### src/energy_acc_pkg.sv
// Constants, types and codes shared by the energy accumulator design
//
// Summary of operation
// - Input accumulator adds one sample averaged over four mains cycles.
// - Input accumulator and counter refresh faster than every 100 ms.
// - Output accumulator adds a 50 ms averaged sample every 50 ms.
// - Energy answers use direct format, m = 01h, R = 00h, b = 00h.
// - Coefficient query returns those fixed direct-format coefficients.
// - Energy answers travel as a block read with a PEC byte appended.
// - Accumulator wraps to its low 15 bits when the sum passes 7FFFh.
// - Sample counter steps by exactly one per accumulated sample.
// - Accumulator, wrap count and sample count are captured in one step.
// - Wrap counter is one byte and returns from FFh to 00h.
// - Sample counter is a three-byte unsigned integer.
// - Accumulated power is reported as two bytes.
// - Telemetry keeps updating in real time while the block is powered.
// - In standby with main output off, voltage and current read zero.
// - Linear value is 11-bit signed mantissa plus 5-bit signed exponent.
// - Linear value equals mantissa times two to the exponent.
// - Linear-format consumers handle every possible exponent value.
// - Output voltage mode writes are refused and flag invalid data.
package energy_acc_pkg;

    // Clock and timing
    localparam int CLK_HZ = 20_000_000;
    localparam int EOUT_PERIOD_MS = 50;
    localparam int EIN_LIMIT_MS = 100;
    localparam int EOUT_PERIOD_CYC = CLK_HZ / 1000 * EOUT_PERIOD_MS;
    localparam int EIN_LIMIT_CYC = CLK_HZ / 1000 * EIN_LIMIT_MS;
    localparam int EIN_CYCLES = 4;
    localparam int TMR_W = 21;

    // Command codes
    localparam logic [7:0] CMD_READ_EIN = 8'h86;
    localparam logic [7:0] CMD_READ_EOUT = 8'h87;
    localparam logic [7:0] CMD_COEF = 8'h30;
    localparam logic [7:0] CMD_VOUT_MODE = 8'h20;

    // Fixed direct-format coefficients
    localparam logic [15:0] COEF_M = 16'h0001;
    localparam logic [15:0] COEF_B = 16'h0000;
    localparam logic [7:0] COEF_R = 8'h00;

    // Block lengths, the PEC polynomial and the power saturation limit
    localparam logic [7:0] EN_COUNT = 8'h06;
    localparam logic [7:0] COEF_COUNT = 8'h05;
    localparam logic [7:0] PEC_POLY = 8'h07;
    localparam logic [14:0] PWR_MAX = 15'h7FFF;

    // Communication status bit positions
    localparam int CML_INV_CMD = 7;
    localparam int CML_INV_DATA = 6;

    // Accumulator channels
    localparam int CH_IN = 0;
    localparam int CH_OUT = 1;

    typedef enum logic [0:0] {
        ST_IDLE,
        ST_SEND
    } resp_state_e;

    typedef struct packed {
        logic [23:0] cnt;
        logic [7:0] wrap;
        logic [14:0] pwr;
    } energy_s;

    typedef struct packed {
        logic [15:0] vout;
        logic [15:0] iout;
    } telemetry_s;

endpackage

### src/power_energy_accumulator.sv
// Input and output energy accumulators with block-read answer stream
`timescale 1ns/1ns
`default_nettype none

module power_energy_accumulator
    import energy_acc_pkg::*;
#(
    parameter int EOUT_PERIOD = EOUT_PERIOD_CYC,
    parameter int EIN_LIMIT = EIN_LIMIT_CYC
) (
    // Clock and reset
    input wire logic clk_sys_i,
    input wire logic reset_n_i,
    // Bus address of this device
    input wire logic [6:0] dev_addr_i,
    // Power samples
    input wire logic [14:0] pin_avg_i,
    input wire logic mains_cycle_i,
    input wire logic [15:0] pout_lin_i,
    // Telemetry
    input wire logic main_on_i,
    input wire telemetry_s tel_raw_i,
    output telemetry_s tel_o,
    // Read query
    input wire logic query_valid_i,
    input wire logic [7:0] query_cmd_i,
    output logic query_ready_o,
    // Answer byte stream
    output logic resp_valid_o,
    output logic [7:0] resp_data_o,
    output logic resp_last_o,
    input wire logic resp_ready_i,
    // Writes and status
    input wire logic wr_valid_i,
    input wire logic [7:0] wr_cmd_i,
    input wire logic [7:0] cml_clear_i,
    output logic [7:0] communication_status_o,
    output logic ein_late_o
);

    typedef struct packed {
        resp_state_e st;
        energy_s [1:0] acc;
        logic [1:0] cyc;
        logic [TMR_W-1:0] tmr;
        logic [TMR_W-1:0] wdog;
        logic late;
        logic [7:0][7:0] shift;
        logic [3:0] left;
        telemetry_s tel;
        logic [7:0] cml;
    } state_s;

    state_s s;
    state_s next_s;
    logic [1:0] add;
    logic [1:0][14:0] smp;

    // One PEC step, CRC-8 with polynomial x^8 + x^2 + x + 1
    function automatic logic [7:0] crc8(input logic [7:0] c,
                                        input logic [7:0] d);
        logic [7:0] r;
        r = c ^ d;
        for (int i = 0; i < 8; i++) begin
            r = r[7] ? ({r[6:0], 1'b0} ^ PEC_POLY) : {r[6:0], 1'b0};
        end
        return r;
    endfunction

    // Linear value to whole watts; any exponent, negatives clamp to zero
    function automatic logic [14:0] lin_to_int(input logic [15:0] v);
        logic [31:0] base;
        logic [31:0] mag;
        logic [5:0] sh;
        base = {21'h000000, v[10:0]};
        sh = ~{v[15], v[15:11]} + 6'h01;
        mag = 32'h00000000;
        if (v[10]) begin
            mag = 32'h00000000; // negative power carries no energy
        end else if (!v[15]) begin
            mag = base << v[14:11];
        end else begin
            mag = base >> sh; // down to 2^-16
        end
        return (mag > {17'h00000, PWR_MAX}) ? PWR_MAX : mag[14:0];
    endfunction

    // Add a sample; the sum keeps its low 15 bits and counts the wrap
    function automatic energy_s accumulate(input energy_s e,
                                           input logic [14:0] p);
        energy_s r;
        logic [15:0] sum;
        sum = {1'b0, e.pwr} + {1'b0, p};
        r.pwr = sum[14:0];
        r.wrap = sum[15] ? e.wrap + 8'h01 : e.wrap; // FFh to 00h
        r.cnt = e.cnt + 24'h000001;
        return r;
    endfunction

    // Sample strobes: every fourth mains cycle in, timer period out
    assign add[CH_IN] = mains_cycle_i
        && (s.cyc == 2'(EIN_CYCLES - 1));
    assign add[CH_OUT] = (s.tmr == TMR_W'(EOUT_PERIOD - 1));
    assign smp[CH_IN] = pin_avg_i;
    assign smp[CH_OUT] = lin_to_int(pout_lin_i);

    // Next-state logic for the whole block
    always_comb begin
        logic [7:0][7:0] pay;
        logic [3:0] plen;
        logic [7:0] pec;
        energy_s snap;
        pay = '0;
        plen = 4'h0;
        pec = 8'h00;
        snap = '0;
        next_s = s;

        // Telemetry refreshes every cycle; main output reads zero when off
        next_s.tel = main_on_i ? tel_raw_i : '0;

        // Mains cycle count and the input refresh watchdog
        if (mains_cycle_i) begin
            next_s.cyc = add[CH_IN] ? 2'h0 : s.cyc + 2'h1;
        end
        if (add[CH_IN]) begin
            next_s.wdog = '0;
            next_s.late = 1'b0;
        end else if (s.wdog == TMR_W'(EIN_LIMIT - 1)) begin
            next_s.late = 1'b1; // no refresh within the limit
        end else begin
            next_s.wdog = s.wdog + TMR_W'(1);
        end
        next_s.tmr = add[CH_OUT] ? '0 : s.tmr + TMR_W'(1);

        // Both accumulators share one update path
        for (int ch = 0; ch < 2; ch++) begin
            if (add[ch]) begin
                next_s.acc[ch] = accumulate(s.acc[ch], smp[ch]);
            end
        end

        // Status clears first so a same-cycle event still lands
        next_s.cml = s.cml & ~cml_clear_i;
        if (wr_valid_i && wr_cmd_i == CMD_VOUT_MODE) begin
            next_s.cml[CML_INV_DATA] = 1'b1;
        end

        // Answer stream
        unique case (s.st)
            ST_IDLE: begin
                if (query_valid_i) begin
                    if (query_cmd_i == CMD_READ_EIN
                        || query_cmd_i == CMD_READ_EOUT) begin
                        // Pre-update values: all three fields agree
                        snap = query_cmd_i[0] ? s.acc[CH_OUT]
                                              : s.acc[CH_IN];
                        pay[0] = EN_COUNT;
                        pay[1] = snap.pwr[7:0];
                        pay[2] = {1'b0, snap.pwr[14:8]};
                        pay[3] = snap.wrap;
                        pay[4] = snap.cnt[7:0];
                        pay[5] = snap.cnt[15:8];
                        pay[6] = snap.cnt[23:16];
                        plen = 4'h7;
                    end else if (query_cmd_i == CMD_COEF) begin
                        pay[0] = COEF_COUNT;
                        pay[1] = COEF_M[7:0];
                        pay[2] = COEF_M[15:8];
                        pay[3] = COEF_B[7:0];
                        pay[4] = COEF_B[15:8];
                        pay[5] = COEF_R;
                        plen = 4'h6;
                    end else begin
                        next_s.cml[CML_INV_CMD] = 1'b1;
                    end
                    if (plen != 4'h0) begin
                        // PEC covers write address, command, read address and the payload bytes
                        pec = crc8(8'h00, {dev_addr_i, 1'b0});
                        pec = crc8(pec, query_cmd_i);
                        pec = crc8(pec, {dev_addr_i, 1'b1});
                        for (int i = 0; i < 7; i++) begin
                            if (4'(i) < plen) begin
                                pec = crc8(pec, pay[i]);
                            end
                        end
                        pay[plen[2:0]] = pec;
                        next_s.shift = pay;
                        next_s.left = plen + 4'h1;
                        next_s.st = ST_SEND;
                    end
                end
            end
            ST_SEND: begin
                if (resp_ready_i) begin
                    next_s.shift = {8'h00, s.shift[7:1]};
                    next_s.left = s.left - 4'h1;
                    if (s.left == 4'h1) begin
                        next_s.st = ST_IDLE;
                    end
                end
            end
        endcase
    end

    // State register
    always_ff @(posedge clk_sys_i or negedge reset_n_i) begin
        if (!reset_n_i) begin
            s <= '0;
        end else begin
            s <= next_s;
        end
    end

    // Outputs; the stream handshake is decoded from state
    assign query_ready_o = (s.st == ST_IDLE);
    assign resp_valid_o = (s.st == ST_SEND);
    assign resp_last_o = (s.st == ST_SEND) && (s.left == 4'h1);
    assign resp_data_o = s.shift[0];
    assign tel_o = s.tel;
    assign communication_status_o = s.cml;
    assign ein_late_o = s.late;
endmodule

`default_nettype wire

### config.mk
export PLATFORM = sky130hd
export DESIGN_NAME = power_energy_accumulator
export DESIGN_NICKNAME = d
export VERILOG_FILES = /design/src/energy_acc_pkg.sv /design/src/power_energy_accumulator.sv
export SDC_FILE = /design/constraint.sdc
export NUM_CORES = 1
export LEC_CHECK = 0
export ABC_AREA = 1
export BUFFER_PORTS_ARGS = -buffer_cell sky130_fd_sc_hd__buf_2
export CORE_MARGIN = 10
export CORE_UTILIZATION = 50
export CTS_BUF_LIST = sky130_fd_sc_hd__clkbuf_4
export CTS_CLUSTER_DIAMETER = 200
export DETAILED_ROUTE_END_ITERATION = 8
export PLACE_DENSITY = 0.73
export SETUP_SLACK_MARGIN = 0.5
export SYNTH_ARGS = -nofsm -noshare
export SYNTH_HDL_FRONTEND = slang
export SYNTH_SLANG_ARGS = --single-unit
export TNS_END_PERCENT = 5
### constraint.sdc
create_clock -name clk_sys_i -period 5.7 [get_ports clk_sys_i]
set_clock_uncertainty 0.05 [all_clocks]
set_input_delay 0.285 -clock clk_sys_i [delete_from_list [all_inputs] [get_ports clk_sys_i]]
set_output_delay 0.285 -clock clk_sys_i [all_outputs]
set_load 0.005 [all_outputs]
==> summary.txt <==
Logic synthesis
  – Top cell type by total area after synthesis: dfrtp_1
  – Post-synthesis cell count: about 2800
  – Most common cell in the netlist: nand2_1
  – Syn_area_per_cell: 6.662 um^2
  – Post-synth top cells: 939 x nand2_1, 302 x inv_1, 291 x nand3_1
  – Unique cell type count in the Yosys netlist: 52
  – Syn Nets: 2917
  – Ys Warns: 0
  – Dominant synthesized flop cell: dfrtp_1
  – Area of the mapped netlist: ~18000 um^2
  – Synth top area cells: dfrtp_1 34%, nand2_1 19%, nand3_1 7.9%, inv_1 6.1%, o21ai_0 5.4%
  – Synth top area share: between 30% and 40%
  – Number of synthesized flops with an enable pin: 0
  – Async SR Flop Fraction: 100.0%
  – Count of state elements after synthesis: around 250
  – Seq/Total Area, Yosys: between 30% and 40%

Clock tree
  – Clock Sinks: ~250
  – Clock Latency Late Sink: approximately 0.75 ns
  – Cts bufs inserted: 73
  – Clk slew on worst S/H paths: roughly 0.07 ns
  – Root buffer cell: clkbuf_4
  – CTS Buffer Depth: 3
  – H-tree depth: 3
  – CTS tree: built

Setup path
  – Setup CP Type: flip-flop to flip-flop
  – CP required: ~6.3 ns
  – Critical Path Sink Type: flip-flop
  – Worst Path Max Fanout: 5
  – Most frequent CP cell: nand2_2
  – Critical path data arrival time: just under 6 ns
  – Crit path launch type: flip-flop
  – Slowest-stage cell, CP: dfrtp_1
  – CP max stage delay: 0.37 ns

Timing
  – Slew @ Worst Pin: 1.104 ns
  – Fin. Hold Viols: 0
  – # setup viols final: 0
  – Min Tclk post-route: 5.343 ns
  – Slew HR: around a quarter
  – Crit share post-route: a little over nine tenths
  – Final Max Tran Viols: 0
  – RSZ-0062 raised after global routing: yes
  – Final hold slack: about 0.094 ns
  – Max Clk Rate: around 190 MHz
  – Fin Setup TNS: 0 ns

Final layout
  – Synth-to-Final Area Change: 23.86%
  – Final net count: 3188
  – Share of layout cells above drive strength 1: roughly a quarter
  – Final core utilization: around 63%
  – Non-filler cells, final: roughly 3600

Status
  – Run status: finished, final reports clean

Pwr
  – Leak: roughly 12 nW
  – Worst VDD drop: about 0.16 mV
  – PwrDens: 338.3 nW/um^2

Drt
  – Drt drc: 0
  – Iteration-0 DRC Markers: ~1600
  – WL final: between 50 and 60 mm
  – Via Count: a little under 20000
  – Final ANT Viol Nets: 0
  – TritonRoute pass-1 iters: 5
  – Vias/cell: between 5 and 6
  – Drt wl/cell: 15.47 um

Placed design
  – Final HPWL DP: roughly 38 mm
  – Placed Instances: 3310
  – Placer Congestion: 0.9186
  – IO buf count: 152

Run
  – Max_cap viols: 0

Die
  – Starting Density: between 50% and 60%
  – Die Area: 45050 um^2
  – Core area: 36520 um^2
  – Top Ports: between 150 and 200
  – Die height: roughly 210 um
  – Row cnt: 70
  – Die Wd: about 210 um

Global route
  – GRT Overall Usage: a little under a quarter
  – GRT overflow: 0
  – Largest net degree at the start of global routing: ~130
  – Initial antenna violation count: 3
  – Global-route wire length before repair: 87.66 mm
  – Number of global-route vias before repair: about 18000

Worst hold path
  – Hold crit path type: primary input to flip-flop
-- logic make-up after synthesis --
| logic type | count (synthesis) | synth area share, % |
|---|---|---|
| buf+inv | 469 | 10.80 |
| mux | 4 | 0.2234 |
| flops | 248 | 33.58 |
| fa+ha+maj | 42 | 2.925 |
| compound gates | 341 | 10.15 |
| xor+xnor | 99 | 5.077 |
| simple gates | 1571 | 37.25 |
-- state kept, by name, summed over array words and instances (netlist names) --
signal,cells
s,198
tel_o,32
communication_status_o,8
resp_data_o,8
ein_late_o,1
resp_valid_o,1
-- final timing paths --
check,from,end,slack [ns],cells past startpoint
worst min-delay path,pin_avg_i[8],s[163],0.09,7
worst max-delay path,s[159],s[96],0.36,57
max in group asynchronous,reset_n_i,tel_o[18],4.16,3
worst max register to register,s[159],s[96],0.36,57
worst min register to register,s[198],s[198],0.42,1
min in group asynchronous,reset_n_i,communication_status_o[0],0.17,2
-- placed cells by master (no fill, tap or decap), drive strengths merged, types with 29 or more instances in the layout --
| cell type | count |
|---|---|
| buf | 229 |
| inv | 340 |
| xnor2 | 29 |
| clkbuf | 99 |
| ha | 40 |
| dfrtp | 248 |
| nand2 | 1024 |
| nor2 | 124 |
| xor2 | 66 |
| dlygate4sd3 | 97 |
| nand3 | 311 |
| a21oi | 67 |
| nor3 | 49 |
| o21ai | 205 |
-- layout make-up --
class                           count  area, um^2
Inverter                          339        1277
Clock inverter                     23       178.9
Clock buffer                       99       743.2
Multi-Input combinational cell   2057       11550
Sequential cell                   248        6206
Timing Repair Buffer              326        2340
Antenna cell                        2       5.005
Tap cell                          468       585.6
Fill cell                        3193       13630
-- critical path, delay by kind of cell, from the launching register on --
family | cells | cell delay [ns]
buffers and inverters | 2 | 0.17
AOI/OAI and AO/OA | 1 | 0.14
DFF | 1 | 0.37
and+or+nand+nor | 54 | 4.47
-- where the power goes --
group / internal (mW) / total, mW / switching, mW / leakage [nW]
registers: 2.09 / 2.30 / 0.217 / 3.14
clock network: 0.940 / 1.75 / 0.806 / 0.547
logic: 1.35 / 3.69 / 2.34 / 8.54
total: 4.38 / 7.74 / 3.36 / 12.2
-- metrics by stage --
stage | total power, mW | area, um^2 | setup WS (ns)
after floorplan | 4.559 | 18480 | 0.6179
after global placement | 5.149 | 19470 | -0.06850
after detailed placement | 5.272 | 19470 | -0.1860
after CTS | 7.139 | 21380 | 0.5047
after global routing | 8.336 | 22890 | -0.04066
final | 7.744 | 22890 | 0.3566
-- routing by layer --
metal	wire length (um)	up-vias	track usage (%)
li1	-	9426	-
met4	1415	2	8.050
met5	13	-	0
met1	23600	9029	29.37
met2	26470	631	39.15
met3	3588	127	4.653
-- what timing repair did --
action                                  4_1_cts  5_1_grt
setup buffers                                 1       30
hold buffers                                 97        0
endpoints found under the setup margin        8       21
endpoints found under the hold margin       181        0
pin swaps                                     0      152
resized for setup                             4      342
Note: power is estimated with default switching activity, not from simulation.
